<file path="src/include/tmr_params.svh">
// Offsets, field positions and reset values of the timer register block.
`ifndef TMR_PARAMS_SVH
`define TMR_PARAMS_SVH

// Byte offsets on the register port.
`define TMR_OFS_DBG      8'h0E
`define TMR_OFS_LATCH    8'h0F
`define TMR_OFS_CNT      8'h20
`define TMR_OFS_TOP      8'h26
`define TMR_OFS_HI       8'h01
`define TMR_OFS_CNT_HI   (`TMR_OFS_CNT + `TMR_OFS_HI)
`define TMR_OFS_TOP_HI   (`TMR_OFS_TOP + `TMR_OFS_HI)

// Field positions in the debug control register.
`define TMR_BIT_RUN      0
`define TMR_BIT_HALTED   1

// Reset values.
`define TMR_RST_DBG      1'b0
`define TMR_RST_LATCH    8'h00
`define TMR_RST_CNT      16'h0000
`define TMR_RST_TOP      16'hFFFF
`define TMR_RST_RDATA    8'h00

`endif

</file>
<file path="src/include/tmr_pkg.sv">
// Types shared by the timer register block modules.
package tmr_pkg;

  typedef logic [7:0]  tmr_byte_t;
  typedef logic [15:0] tmr_word_t;

  // Which register a bus address selects.
  typedef enum logic [2:0] {
    tmr_sel_none   = 3'b000,
    tmr_sel_dbg    = 3'b001,
    tmr_sel_latch  = 3'b010,
    tmr_sel_cnt_lo = 3'b011,
    tmr_sel_cnt_hi = 3'b100,
    tmr_sel_top_lo = 3'b101,
    tmr_sel_top_hi = 3'b110
  } tmr_sel_t;

endpackage

</file>
<file path="src/logic/tmr_regs.sv">
// Register access part of a 16-bit timer: run control, latch, count, top.
`timescale 1ns/100ps
`include "tmr_params.svh"

// Operation
// RULE_01: A break freezes timer and events unless run_while_halted is 1.
// RULE_02: One shared 8-bit latch at 0x0F serves all 16-bit registers.
// RULE_03: The latch makes a 16-bit access indivisible and resets to zero.
// RULE_04: Software reads and writes the latch directly like any register.
// RULE_05: Count low byte is at 0x20, high byte at 0x21, both reset to zero.
// RULE_06: A count write by software beats a same-cycle hardware update.
// RULE_07: The top value is held at offset 0x26 and resets to all ones.
// RULE_08: Top low byte sits at the base offset, high byte at base plus 0x01.
// RULE_09: Low write fills latch, high write commits; low read latches high.

module tmr_regs
  import tmr_pkg::*;
#(
  parameter int EVT_N = 2
) (
  input  wire logic             clk_in,
  input  wire logic             resetn_in,
  input  wire logic [7:0]       addr_in,
  input  wire tmr_byte_t        wdata_in,
  input  wire logic             wr_in,
  input  wire logic             rd_in,
  output tmr_byte_t             rdata_out,
  input  wire logic             dbg_halt_in,
  input  wire logic             cnt_upd_in,
  input  wire tmr_word_t        cnt_upd_val_in,
  input  wire logic [EVT_N-1:0] evt_in,
  output logic [EVT_N-1:0]      evt_gated_out,
  output logic                  run_out,
  output logic                  run_while_halted_out,
  output tmr_word_t             count_value_out,
  output tmr_word_t             top_value_out
);

  // Address decoder shared by the read and the write paths.
  function automatic tmr_sel_t sel_of(input logic [7:0] a);
    tmr_sel_t s;
    s = tmr_sel_none;
    case (a)
      `TMR_OFS_DBG: begin
        s = tmr_sel_dbg;
      end
      `TMR_OFS_LATCH: begin
        s = tmr_sel_latch;  // [RULE_02]
      end
      `TMR_OFS_CNT: begin
        s = tmr_sel_cnt_lo;  // [RULE_05]
      end
      `TMR_OFS_CNT_HI: begin
        s = tmr_sel_cnt_hi;  // [RULE_05]
      end
      `TMR_OFS_TOP: begin
        s = tmr_sel_top_lo;  // [RULE_07] [RULE_08]
      end
      `TMR_OFS_TOP_HI: begin
        s = tmr_sel_top_hi;  // [RULE_08]
      end
      default: begin
        s = tmr_sel_none;
      end
    endcase
    return s;
  endfunction

  // Register state.
  logic             run_while_halted_ff;
  logic             nxt_run_while_halted;
  tmr_byte_t        latch_ff;
  tmr_byte_t        nxt_latch;
  tmr_byte_t        rdata_ff;
  tmr_byte_t        nxt_rdata;
  logic             run_ff;
  logic [EVT_N-1:0] evt_ff;

  // Decoded access.
  tmr_sel_t         sel;
  logic             wr_dbg;
  logic             wr_latch;
  logic             wr_cnt_lo;
  logic             wr_cnt_hi;
  logic             wr_top_lo;
  logic             wr_top_hi;
  logic             rd_cnt_lo;
  logic             rd_top_lo;

  // Run control.
  logic             running;
  logic             halted_now;
  logic             cnt_upd_ok;
  logic [EVT_N-1:0] nxt_evt;

  // Current 16-bit values and the debug readback byte.
  tmr_word_t        cnt_val;
  tmr_word_t        top_val;
  tmr_byte_t        dbg_rd;

  // One decode serves both strobes; the master never raises them together.
  assign sel = sel_of(addr_in);

  // Write strobes per register.
  assign wr_dbg    = wr_in && (sel == tmr_sel_dbg);
  assign wr_latch  = wr_in && (sel == tmr_sel_latch);
  assign wr_cnt_lo = wr_in && (sel == tmr_sel_cnt_lo);
  assign wr_cnt_hi = wr_in && (sel == tmr_sel_cnt_hi);
  assign wr_top_lo = wr_in && (sel == tmr_sel_top_lo);
  assign wr_top_hi = wr_in && (sel == tmr_sel_top_hi);

  // Low byte reads have the side effect of loading the latch.
  assign rd_cnt_lo = rd_in && (sel == tmr_sel_cnt_lo);
  assign rd_top_lo = rd_in && (sel == tmr_sel_top_lo);

  // The timer runs unless the core is in a debug break and the run bit
  // is clear. The halt input comes from the debug logic on this clock.
  assign halted_now = dbg_halt_in;
  assign running    = !halted_now || run_while_halted_ff;  // [RULE_01]

  // Hardware count steps are dropped while the timer is frozen, so the
  // value seen by the debugger stays put during the break.
  assign cnt_upd_ok = cnt_upd_in && running;  // [RULE_01]

  // Run bit write path.
  assign nxt_run_while_halted = wr_dbg ? wdata_in[`TMR_BIT_RUN]
                                       : run_while_halted_ff;

  // Latch sources: a direct write, a low byte write that parks the byte
  // until the high byte commits, or a low byte read that snapshots the
  // high byte so a following high read sees the same 16-bit sample.
  assign nxt_latch = wr_latch  ? wdata_in :            // [RULE_04]
                     wr_cnt_lo ? wdata_in :            // [RULE_09]
                     wr_top_lo ? wdata_in :            // [RULE_09]
                     rd_cnt_lo ? cnt_val[15:8] :       // [RULE_03]
                     rd_top_lo ? top_val[15:8] :       // [RULE_03]
                     latch_ff;

  // Debug register readback: the run bit plus the live halt state.
  always_comb begin
    dbg_rd = 8'h00;
    dbg_rd[`TMR_BIT_RUN]    = run_while_halted_ff;
    dbg_rd[`TMR_BIT_HALTED] = halted_now;
  end

  // Read multiplexer. A high byte read returns the latch, which holds the
  // byte captured by the preceding low byte read; unmapped reads give 0.
  always_comb begin
    nxt_rdata = 8'h00;
    case (sel)
      tmr_sel_dbg: begin
        nxt_rdata = dbg_rd;
      end
      tmr_sel_latch: begin
        nxt_rdata = latch_ff;  // [RULE_04]
      end
      tmr_sel_cnt_lo: begin
        nxt_rdata = cnt_val[7:0];  // [RULE_09]
      end
      tmr_sel_cnt_hi: begin
        nxt_rdata = latch_ff;  // [RULE_09] [RULE_03]
      end
      tmr_sel_top_lo: begin
        nxt_rdata = top_val[7:0];  // [RULE_09]
      end
      tmr_sel_top_hi: begin
        nxt_rdata = latch_ff;  // [RULE_09] [RULE_03]
      end
      default: begin
        nxt_rdata = 8'h00;
      end
    endcase
  end

  // Incoming events pass only while the timer runs.
  genvar gi;
  generate
    for (gi = 0; gi < EVT_N; gi++) begin : g_evt
      assign nxt_evt[gi] = evt_in[gi] && running;  // [RULE_01]
    end
  endgenerate

  // Run bit.
  always_ff @(posedge clk_in) begin
    if (!resetn_in) begin
      run_while_halted_ff <= `TMR_RST_DBG;
    end else begin
      run_while_halted_ff <= nxt_run_while_halted;
    end
  end

  // The single shared latch.
  always_ff @(posedge clk_in) begin
    if (!resetn_in) begin
      latch_ff <= `TMR_RST_LATCH;  // [RULE_02] [RULE_03]
    end else begin
      latch_ff <= nxt_latch;
    end
  end

  // Read data is held for exactly the cycle after the read strobe.
  // Clearing it outside that cycle keeps a stale byte from looking like
  // a fresh answer to a master that samples one cycle too late.
  always_ff @(posedge clk_in) begin
    if (!resetn_in) begin
      rdata_ff <= `TMR_RST_RDATA;
    end else if (rd_in) begin
      rdata_ff <= nxt_rdata;
    end else begin
      rdata_ff <= `TMR_RST_RDATA;
    end
  end

  // Registered run state and gated events.
  always_ff @(posedge clk_in) begin
    if (!resetn_in) begin
      run_ff <= 1'b0;
      evt_ff <= '0;
    end else begin
      run_ff <= running;
      evt_ff <= nxt_evt;
    end
  end

  // Count value; a high byte write commits it together with the latch.
  tmr_byte_pair #(
    .RST_VAL (`TMR_RST_CNT)
  ) u_count (
    .clk_in    (clk_in),
    .resetn_in (resetn_in),
    .commit_in (wr_cnt_hi),
    .wdata_in  (wdata_in),
    .latch_in  (latch_ff),
    .hw_upd_in (cnt_upd_ok),
    .hw_val_in (cnt_upd_val_in),
    .value_out (cnt_val)
  );

  // Top value; only software changes it here.
  tmr_byte_pair #(
    .RST_VAL (`TMR_RST_TOP)
  ) u_top (
    .clk_in    (clk_in),
    .resetn_in (resetn_in),
    .commit_in (wr_top_hi),
    .wdata_in  (wdata_in),
    .latch_in  (latch_ff),
    .hw_upd_in (1'b0),
    .hw_val_in (16'h0000),
    .value_out (top_val)
  );

  // Outputs. Run and events lag the halt input by one cycle.
  assign rdata_out            = rdata_ff;
  assign evt_gated_out        = evt_ff;
  assign run_out              = run_ff;
  assign run_while_halted_out = run_while_halted_ff;
  assign count_value_out      = cnt_val;
  assign top_value_out        = top_val;

endmodule

</file>
<file path="src/logic/tmr_byte_pair.sv">
// One 16-bit timer register with byte-pair commit and a hardware update port.
`timescale 1ns/100ps

module tmr_byte_pair
  import tmr_pkg::*;
#(
  parameter tmr_word_t RST_VAL = 16'h0000
) (
  input  wire logic      clk_in,
  input  wire logic      resetn_in,
  input  wire logic      commit_in,
  input  wire tmr_byte_t wdata_in,
  input  wire tmr_byte_t latch_in,
  input  wire logic      hw_upd_in,
  input  wire tmr_word_t hw_val_in,
  output tmr_word_t      value_out
);

  tmr_word_t value_ff;
  tmr_word_t nxt_value;
  tmr_word_t bus_word;

  // The high byte comes from the bus, the low byte from the shared latch.
  assign bus_word = {wdata_in, latch_in};

  // A software commit beats a hardware update in the same cycle, so the
  // written value is never overwritten by a stale count step.
  assign nxt_value = commit_in ? bus_word :  // [RULE_06] [RULE_09]
                     hw_upd_in ? hw_val_in :
                     value_ff;

  // Register holding the 16-bit value.
  always_ff @(posedge clk_in) begin
    if (!resetn_in) begin
      value_ff <= RST_VAL;  // [RULE_05] [RULE_07]
    end else begin
      value_ff <= nxt_value;
    end
  end

  assign value_out = value_ff;

endmodule

</file>
<file path="config.mk">
export PLATFORM = sky130hd
export DESIGN_NAME = tmr_regs
export DESIGN_NICKNAME = d
export VERILOG_FILES = /design/src/include/tmr_pkg.sv /design/src/logic/tmr_regs.sv /design/src/logic/tmr_byte_pair.sv
export VERILOG_INCLUDE_DIRS = /design/src /design/src/include
export SDC_FILE = /design/constraint.sdc
export NUM_CORES = 1
export LEC_CHECK = 0
export ABC_AREA = 0
export BUFFER_PORTS_ARGS = -buffer_cell sky130_fd_sc_hd__buf_2
export CORE_ASPECT_RATIO = 0.7
export CORE_MARGIN = 2
export CORE_UTILIZATION = 49
export CTS_BUF_LIST = sky130_fd_sc_hd__clkbuf_4 sky130_fd_sc_hd__clkbuf_8 sky130_fd_sc_hd__clkbuf_16
export DETAILED_ROUTE_END_ITERATION = 7
export PLACE_DENSITY = 0.8
export REMOVE_ABC_BUFFERS = 1
export SLEW_MARGIN = 5
export SYNTH_ARGS = -nofsm -noshare
export SYNTH_HDL_FRONTEND = slang
export SYNTH_SLANG_ARGS = --single-unit
</file>
<file path="constraint.sdc">
create_clock -name clk_in -period 2 [get_ports clk_in]
set_input_delay 0.1 -clock clk_in [delete_from_list [all_inputs] [get_ports clk_in]]
set_output_delay 0.1 -clock clk_in [all_outputs]
set_load 0.02 [all_outputs]
</file>
Yosys cells after proc, flatten, opt, wreduce, memory -nomap -nowiden
Index checks and enable logic that the tools add are counted.

word-level totals
  bits in registers = 52
  input bits = 40
  output and inout port bits = 44
  word-level logic and storage cells = 45

operators by class
  eq/ne operators = 12
  muxes and demuxes = 9
  reductions and logical operators = 17

operators with widths
  kind                                                  count
  two-way mux 8 bit                                     5
  equality test 8 x 6 -> 1 bit (second input constant)  4
  two-way mux 16 bit                                    2
  case mux 8 bit (4 select lines)                       1
  case mux 3 bit (6 select lines)                       1
  equality test 8 x 4 -> 1 bit (second input constant)  2
  logical AND 1 bit                                     11
  equality test 3 bit (second input constant)           3
  equality test 3 x 2 -> 1 bit (second input constant)  2
  nonzero test 5 bit                                    1
  equality test 3 x 1 -> 1 bit (second input constant)  1
  OR reduction 3 bit                                    1
  AND reduction 2 bit                                   1
  nonzero test 2 bit                                    1
  zero test 1 bit                                       1
  logical OR 1 bit                                      1

Logic depth before layout (Yosys ltp)
Gate-level depths: netlist of the first run.

  depth after elaboration = 9
  mapped depth = 7
  gate-level depth less buffers = 4

By module
From an unflattened synthesis of the first run, not the netlist that was laid out.

second synthesis, totals
  cells, all modules = 273
  area, all modules = 2857.7 um^2

modules (own cells, without submodules)
  module                    times used  cells each  area an instance (um^2)  sequential area each (um^2)
  tmr_regs                  1           131         1189.9                   400.4
  tmr_byte_pair at u_count  1           71          852.1                    320.3
  tmr_byte_pair at u_top    1           71          815.8                    320.3

Worst setup path after synthesis of the first run
Ideal clock, no wire load.

  kind = reg2reg
  from = register run_while_halted_ff (netlist: run_while_halted_out)
  to = register u_count.value_ff[10] (netlist: u_count.value_out[10])
  library setup time = 91 ps
  data arrival time = 1464 ps
  data required time = 1909 ps
  slack = 445 ps
  stages on the path, launching flop included = 6
  buffers on the path = 2
  period minus slack after synthesis = 1555 ps
  cells stage by stage = dfxtp_1 nand2b_1 clkbuf_1 clkbuf_1 nand3_1 a311oi_1

on the way
  longest elaborated chain between the ends = 3

ends and longest elaborated chain
  what                                 line                 RTL
  start, declared                      tmr_regs.sv:70       logic run_while_halted_ff;
  start signal, assigned               tmr_regs.sv:186      run_while_halted_ff <= `TMR_RST_DBG;
  start signal, assigned               tmr_regs.sv:188      run_while_halted_ff <= nxt_run_while_halted;
  logical OR 1 bit                     tmr_regs.sv:119      assign running = !halted_now || run_while_halted_ff;
  logical AND 1 bit                    tmr_regs.sv:123      assign cnt_upd_ok = cnt_upd_in && running;
  nonzero test 2 bit (no source line)  -
  end signal, assigned                 tmr_byte_pair.sv:37  value_ff <= nxt_value;
  end, declared                        tmr_byte_pair.sv:19  tmr_word_t value_ff;

No other way between the ends.
A chain may end at the register's enable or synchronous reset.

Worst setup path after layout of the first run
  from = register run_while_halted_ff (netlist: run_while_halted_out)
  to = register u_count.value_ff[6] (netlist: u_count.value_out[6])

Same word-level chain as after synthesis.

==> results of run 1 <==
-- cell families (layout without fill, tap and decap cells) --
family,Yosys count,count (layout)
compound gates,45,45
xor+xnor,1,1
buf+inv,21,99
flops,52,52
mux,17,17
simple gates,138,138
-- critical path, cell delays in order, from the launching register on --
cell      delay [ps]
dfxtp_1          350
nand2b_1         170
nand2_1          480
nand2_1          130
a311oi_1         290
-- registers in the layout, summed over array words and instances, names as in the netlist --
signal                cells
run_out                   1
evt_gated_out             2
rdata_out                 8
u_top.value_out          16
latch_ff                  8
run_while_halted_out      1
u_count.value_out        16
-- Yosys cell counts --
cell type	number	area [µm²]
nand2_1	57	214
dfxtp_1	52	1040
nand3_1	35	175
nor2_1	25	93.8
mux2i_1	17	170
a311oi_1	16	140
clkbuf_1	12	45.0
a2bb2oi_1	9	78.8
a22o_1	8	70.1
a32oi_1	6	52.6
buf_2	5	25.0
nand4_1	3	18.8
a21oi_1	2	10.0
a22oi_1	2	15.0
and2_1	2	12.5
and3_1	2	12.5
nor2b_1	2	12.5
nor3_1	2	10.0
nor4b_1	2	17.5
a21bo_2	1	10.0
a31oi_1	1	6.26
and4_2	1	10.0
buf_6	1	11.3
clkbuf_2	1	5.00
clkinv_1	1	3.75
inv_1	1	3.75
nand2b_1	1	6.26
nand4b_1	1	8.76
nor2_4	1	11.3
nor3b_1	1	7.51
nor4_4	1	21.3
or3_1	1	6.26
or4b_1	1	10.0
xnor2_1	1	8.76
-- stage by stage --
| step | util (%) | setup slack (ps) | total power, W | instance area, µm² |
|---|---|---|---|---|
| after floorplan | - | 251 | 0.00120 | 2260 |
| after global placement | 59.3 | 335 | 0.00131 | 2790 |
| after detailed placement | 59.3 | 244 | 0.00131 | 2790 |
| after CTS | 61.4 | 513 | 0.00193 | 2890 |
| after global routing | 61.4 | 380 | 0.00199 | 2890 |
| final | 61.4 | 501 | 0.00192 | 2890 |
-- worst min path at each step --
stage / cells after the start / from / slack [ps] / endpoint
finish: 2 / evt_in[0] / 10 / evt_gated_out[0]
global route: 2 / evt_in[1] / 10 / evt_gated_out[1]
CTS: 2 / evt_in[1] / 1 / evt_gated_out[1]
detailed placement: 2 / evt_in[1] / 330 / evt_gated_out[1]
global placement: 2 / evt_in[0] / 330 / evt_gated_out[0]
floorplan: 1 / resetn_in / 170 / u_top.value_out[0]
-- area by class of cell --
class / count / area, µm²
clock buffer: 6 / 82.6
clock inverter: 2 / 13.8
fill: 431 / 1820
inverter: 2 / 7.51
multi-input combinational: 201 / 1210
sequential: 52 / 1040
tap: 57 / 71.3
timing repair buffer: 89 / 460
-- power by group --
group	leakage, nW	internal [W]	switching (W)
logic	0.799	0.0000855	0.000135
clock network	0.0516	0.000283	0.000347
registers	0.422	0.00105	0.0000152
-- metal layers --
layer	vias to the layer above	global-route usage [%]	wire, µm
met4	0	5.13	63
met1	1103	33.4	2950
met3	8	7.27	620
met5	-	0	0
li1	1148	-	-
met2	124	39.2	2820
==> metrics.txt, run 1 <==
RSZ-0062 raised after global routing=false; compound-cell area share of the yosys netlist=between 15 and 20%; Synth cell types=34; max_slew headroom=48.7%; simple-gate share of the synthesized area=27.6%; Clock transition at path regs=about 90 ps; commonest cells after routing, fill and taps aside=buf_2, nand2_1, dfxtp_1; Post-DP HPWL=4620 µm; DRT Pass-1 Iters=5; GRT Util Overall=24.5%; port buffer count=83; total number of vias=2383; total gr overflow=0; Clk Latency, worst-skew pair=310 ps; cell count of the worst reg-to-reg path=4; cell area after synthesis=about 2300 µm²; Clk Tree Root Cell=clkbuf_8; commonest non-fill, non-tap cell in the layout=buf_2; Min-Delay Path Class=primary input to register; Final Non-Filler Cells=409; CP required=2220 ps; Finish-stage setup viols=0; kind of critical path=register to register; post-CTS setup buffer count=0; residual DRC count=0; Max Slew Vio Count=0; VDD IR max=0.457 mV; CTS max path bufs=2; Tcrit/Tclk final=75.0%; Routed wire per std cell=approximately 16 µm; P&R area growth vs syn=23.1%; Worst Setup End Kind=register; XOR/XNOR share of the synthesized area=0.374%; Vias per Instance=5.83; adder-cell share of the synthesized area=0%; GP Congestion=around 0.8; Hold Slack=9.84 ps; first-pass GRT wire length=10100 µm; largest family of logic cells by synthesized area=simple AND/OR/NAND/NOR gates; Num CTS Buffers=5; TritonCTS clock tree=done; PD cells=about 670 nW/µm²; Die H=slightly above 60 µm; initial DRC count=170; cts hold-fix bufs=0; total clock sinks=52; post-synthesis sequential area ratio=44.4%; Detailed Route WL=6460 µm; Ys Warns=0; Reg2Reg Setup Slack=500 ps; Ports=84; Final Hold Fails=0; dpl cells=401; largest net degree at the start of global routing=33; Ant. Diodes=0; Die W=86.7 µm; worst-path fanout max=16; worst setup path end=u_count.value_out[6]; row cnt=21; post-synthesis mux area share=slightly above 7%; Worst Path Arrival=between 1500 and 2000 ps; Crit Reg-Reg Startpoint=run_while_halted_out; Slew @ Worst Pin=766 ps; outcome=complete, no violations; Critical path origin=run_while_halted_out; Critical Path Source Type=register; vias in the first global route=~2100; H-tree levels=2; worst clock skew=approximately 7 ps; #FFs+latches synth=52; worst r2r dst=u_count.value_out[6]; number of gates resized after CTS=0; Final Critical Period=between 1000 and 1500 ps; initial antenna violation count=0; Die ar.=about 5400 µm²; cells after synthesis=274; Initial Util=49.9%; core area=~4700 µm²; setup TNS=0 ps; number of max-cap violations=0; fmax=0.667 GHz; Pleak=1.27 nW; syn_area_per_cell=approximately 8.6 µm²; final net count=391; proportion of layout cells with a drive suffix above 1=28.7%; Post-DRT Antenna Nets=0
Power figures use the tool's default switching activity.
==> run 2: changes to the inputs <==
- clock period: 2 -> 1.6 ns (I/O delays scaled with it)
==> run 2 against run 1 <==
Power up 25%. Clock power rose by 24%. Hold slack improved by 3.0 ps. Global-route usage up 1.4 points.
==> metrics.txt, run 2 (same netlist as run 1, synthesis figures left out) <==
CP required=1820 ps; PD cells=817 nW/µm²; Initial Util=49.9%; total clock sinks=52; cell count of the worst reg-to-reg path=5; kind of critical path=register to register; worst-path fanout max=6; worst setup path end=u_count.value_out[6]; CP Buf/Inv Count=1; Vias per Instance=5.82; cts hold-fix bufs=2; met1 Usage GRT=33.7%; Final Critical Period=1380 ps; Worst Setup End Kind=register; Clock transition at path regs=100 ps; Critical path origin=run_while_halted_out; Filler Cell Count=434; Final Hold Fails=0; fmax=0.724 GHz; Die W=86.7 µm; total power=0.00241 W; switching power total=0.000627 W; GRT Util Overall=25.9%; initial antenna violation count=0; Min-Delay Path Class=primary input to register; Post-DRT Antenna Nets=0; port buffer count=83; setup TNS=0 ps; grt met3 use=under 10%; max_slew headroom=47.8%; Clk Latency, worst-skew pair=310 ps; commonest non-fill, non-tap cell in the layout=buf_2; crit-path leading delay family=simple AND/OR/NAND/NOR gates; proportion of layout cells with a drive suffix above 1=just under 30%; core area=4700 µm²; critical path's largest stage delay=approximately 340 ps; Reg power frac=55.5%; Critical Path Source Type=register; residual DRC count=0; largest net degree at the start of global routing=33; Slowest-stage cell, CP=dfxtp_1; GP Congestion=slightly above 0.8; Clk Tree Root Cell=clkbuf_8; Post-DP HPWL=between 4000 and 5000 µm; commonest cells after routing, fill and taps aside=buf_2, nand2_1, dfxtp_1; Slew @ Worst Pin=780 ps; Die H=61.9 µm; number of max-cap violations=0; Max Slew Vio Count=0; H-tree levels=2; Num CTS Buffers=5; total gr overflow=0; Power Internal=around 0.0018 W; CP Depth=5; Detailed Route WL=6730 µm; met2 Use GR=43.3%; VDD IR max=0.438 mV; Placed Area=2840 µm²; Die ar.=5360 µm²; switch share=26.0%; initial DRC count=199; final net count=399; vias in the first global route=2231; Ports=84; post-route cell area=between 2000 and 3000 µm²; busiest grt layer=met2; first-pass GRT wire length=10600 µm; Worst Path Arrival=1600 ps; Clock Power Share=32.5%; Routed wire per std cell=16.1 µm; Finish-stage setup viols=0; worst clock skew=9.70 ps; power share of the combinational group=between 10% and 20%; CTS max path bufs=2; number of gates resized after CTS=0; Tcrit/Tclk final=86.3%; row cnt=21; P&R area growth vs syn=25.7%; Crit Reg-Reg Startpoint=run_while_halted_out; Reg2Reg Setup Slack=roughly 220 ps; total number of vias=2429; RSZ-0062 raised after global routing=false; post-CTS setup buffer count=0; crit-path most repeated cell=nand2_1; DRT Pass-1 Iters=4; Pleak=1.31 nW; Critical Path, Cell by Cell=nand2b_1 -> nand2_1 -> buf_4 -> nand2_1 -> a311oi_1; worst r2r dst=u_count.value_out[6]; TritonCTS clock tree=done; Ant. Diodes=0; outcome=complete, no violations
## run 2: changes by cell type in the layout (fill, tap and decap cells not counted)
cell	change
dlygate4sd3_1	+2
clkbuf_4	+2
clkbuf_8	-1
clkinv_4	+1
buf_4	+6
inv_6	-1
clkinv_2	-1
## run 2: power by group through the flow
stage	Clock [W]	Sequential [W]	Combinational (W)
floorplan	0	0.00139	0.000104
global placement	0	0.00137	0.000275
detailed placement	0	0.00137	0.000282
CTS	0.000797	0.00134	0.000287
global route	0.000837	0.00134	0.000315
finish	0.000783	0.00134	0.000289
## run 2: worst min path at each step
| stage | to | cells past startpoint | slack (ps) | from |
|---|---|---|---|---|
| floorplan | u_top.value_out[0] | 1 | 150 | resetn_in |
| global placement | evt_gated_out[0] | 2 | 310 | evt_in[0] |
| detailed placement | evt_gated_out[1] | 2 | 310 | evt_in[1] |
| CTS | u_top.value_out[10] | 3 | 6 | wdata_in[2] |
| global route | u_top.value_out[10] | 3 | 10 | wdata_in[2] |
| finish | u_top.value_out[10] | 3 | 10 | wdata_in[2] |
## run 2: worst min-delay path, delay by kind of cell
family | cells | cell delay, ps
buf+inv | 1 | 100
simple gates | 2 | 120
## run 2: layout make-up
class / count / area (µm²) / share of cell area (%)
inverter: 2 / 7.51 / 0.255
timing repair buffer: 97 / 526 / 17.8
tap: 57 / 71.3 / 2.42
multi-input combinational: 201 / 1210 / 41.0
clock buffer: 7 / 83.8 / 2.84
sequential: 52 / 1040 / 35.3
clock inverter: 1 / 8.76 / 0.297
## run 2: per-stage QoR
step	hold slack (ps)	instances	worst slack (ps)	utilization [%]
2_1_floorplan	152	255	-129	-
3_3_place_gp	308	407	129	60.3
3_5_place_dp	308	407	13.7	60.3
4_1_cts	6.37	417	217	62.7
5_1_grt	13.4	417	115	62.7
6_report	12.8	417	219	62.7
## run 2: per-layer routing
layer,vias to the layer above,routed length (µm)
met2,120,2960
met3,13,620
met4,0,119
li1,1166,-
met1,1130,3030
met5,-,0
==> run 3: changes to the inputs <==
- CORE_MARGIN: 2 -> 5
- RECOVER_POWER: unset -> 50
==> run 3 against run 2 <==
Critical path depth fell by 1. Clock-buffer cell count did not move. Combinational power barely moved. Register-to-register slack improved by 120 ps. Routed wire length rose by 3.1%. Power rose by 0.11%. Die area rose by 17%. Global-route usage fell by 3.6 points. Largest power group unchanged.
==> metrics.txt, run 3 (same netlist as run 1, synthesis figures left out) <==
Max Slew Vio Count=0; Die W=92.7 µm; final net count=about 400; first-pass GRT wire length=~11000 µm; max_slew headroom=39.2%; Die ar.=6290 µm²; cts hold-fix bufs=2; Clk Tree Root Cell=clkbuf_8; Initial Util=49.9%; grt met3 use=7.36%; Pleak=1.19 nW; CTS max path bufs=2; Placed Area=around 2900 µm²; Ports=84; Reg power frac=around 56%; post-CTS setup buffer count=0; Detailed Route WL=6940 µm; total number of vias=2499; worst slack, placed=17.0 ps; Power Internal=approximately 0.0018 W; worst-path fanout max=13; CP required=1820 ps; Die H=a little under 70 µm; setup TNS=0 ps; Post-DRT Antenna Nets=0; RSZ-0062 raised after global routing=false; Routed wire per std cell=between 15 and 20 µm; largest net degree at the start of global routing=33; crit-path leading delay family=flip-flops; outcome=complete, no violations; Min-Delay Path Class=primary input to register; TritonCTS clock tree=done; Clock transition at path regs=~100 ps; switching power total=0.000630 W; Critical Path, Cell by Cell=nand2b_1 -> buf_4 -> nand3_1 -> a311oi_1; DRT Pass-1 Iters=5; Post-DP HPWL=around 5000 µm; row cnt=21; commonest cells after routing, fill and taps aside=nand2_1, dfxtp_1, clkbuf_1; number of max-cap violations=0; Final Critical Period=~1300 ps; Slew @ Worst Pin=907 ps; met2 Use GR=36.1%; kind of critical path=register to register; Final Hold Fails=0; worst clock skew=10.9 ps; VDD IR max=0.601 mV; total clock sinks=52; CP Buf/Inv Count=1; proportion of layout cells with a drive suffix above 1=17.9%; final core utilization=62.0%; Final WS setup=338 ps; Worst Path Arrival=1480 ps; Final Non-Filler Cells=421; initial DRC count=170; Slowest-stage cell, CP=dfxtp_1; Finish-stage setup viols=0; GRT Util Overall=22.2%; commonest non-fill, non-tap cell in the layout=nand2_1; fmax=0.792 GHz; Vias per Instance=5.94; Clk Latency, worst-skew pair=310 ps; busiest grt layer=met2; total gr overflow=0; GP Congestion=roughly 0.94; Worst Setup End Kind=register; residual DRC count=0; critical path's largest stage delay=400 ps; Ant. Diodes=0; vias in the first global route=2333; power share of the combinational group=12.0%; Critical Path Source Type=register; P&R area growth vs syn=24.4%; core area=4700 µm²; Clock Power Share=around 33%; initial antenna violation count=0; Filler Cell Count=453; number of gates resized after CTS=0; PD cells=827 nW/µm²; port buffer count=83; switch share=26.1%; met1 Usage GRT=29.3%; H-tree levels=2; Num CTS Buffers=5; dpl cells=411; Tcrit/Tclk final=78.9%; post-route cell area=2920 µm²
run 3: path summary, 6_finish.rpt:
path                                           start                    end  slack, ps  cells past startpoint
worst max-delay path            run_while_halted_out  u_count.value_out[14]        340                      4
worst min-delay path                     wdata_in[3]    u_top.value_out[11]          6                      3
worst max register to register  run_while_halted_out  u_count.value_out[14]        340                      4
worst min register to register   u_top.value_out[13]    u_top.value_out[13]        490                      2
run 3: layout make-up:
cell class	instances	area [µm²]	share of cell area, %
Tap cell	57	71.3	2.44
Timing Repair Buffer	101	495	17.0
Multi-Input combinational cell	201	1210	41.5
Clock buffer	7	83.8	2.87
Clock inverter	1	8.76	0.300
Inverter	2	7.51	0.257
Sequential cell	52	1040	35.7
run 3: tightest hold or removal path, cell delays in order:
cell and delay [ps]:
buf_2 100, nand2_1 50, nand3_1 60
run 3: power by group through the flow:
stage	logic, W	registers [W]	clock network (W)
2_1_floorplan	0.000104	0.00139	0
3_3_place_gp	0.000284	0.00137	0
3_5_place_dp	0.000291	0.00137	0
4_1_cts	0.000296	0.00134	0.000789
5_1_grt	0.000316	0.00134	0.000840
6_report	0.000290	0.00134	0.000784
run 3: routing by layer:
layer  vias to the layer above  part of all wire, %
met5                         -                    0
met4                         0                 0.85
met3                         8                   11
met2                       134                   45
met1                      1183                   43
li1                       1174                    -
run 3: metrics by stage:
stage	power, W	hold WS (ps)
3_3_place_gp	0.00165	304
5_1_grt	0.00250	8.50
3_5_place_dp	0.00166	311
6_report	0.00241	6.46
4_1_cts	0.00242	6.17
2_1_floorplan	0.00150	152
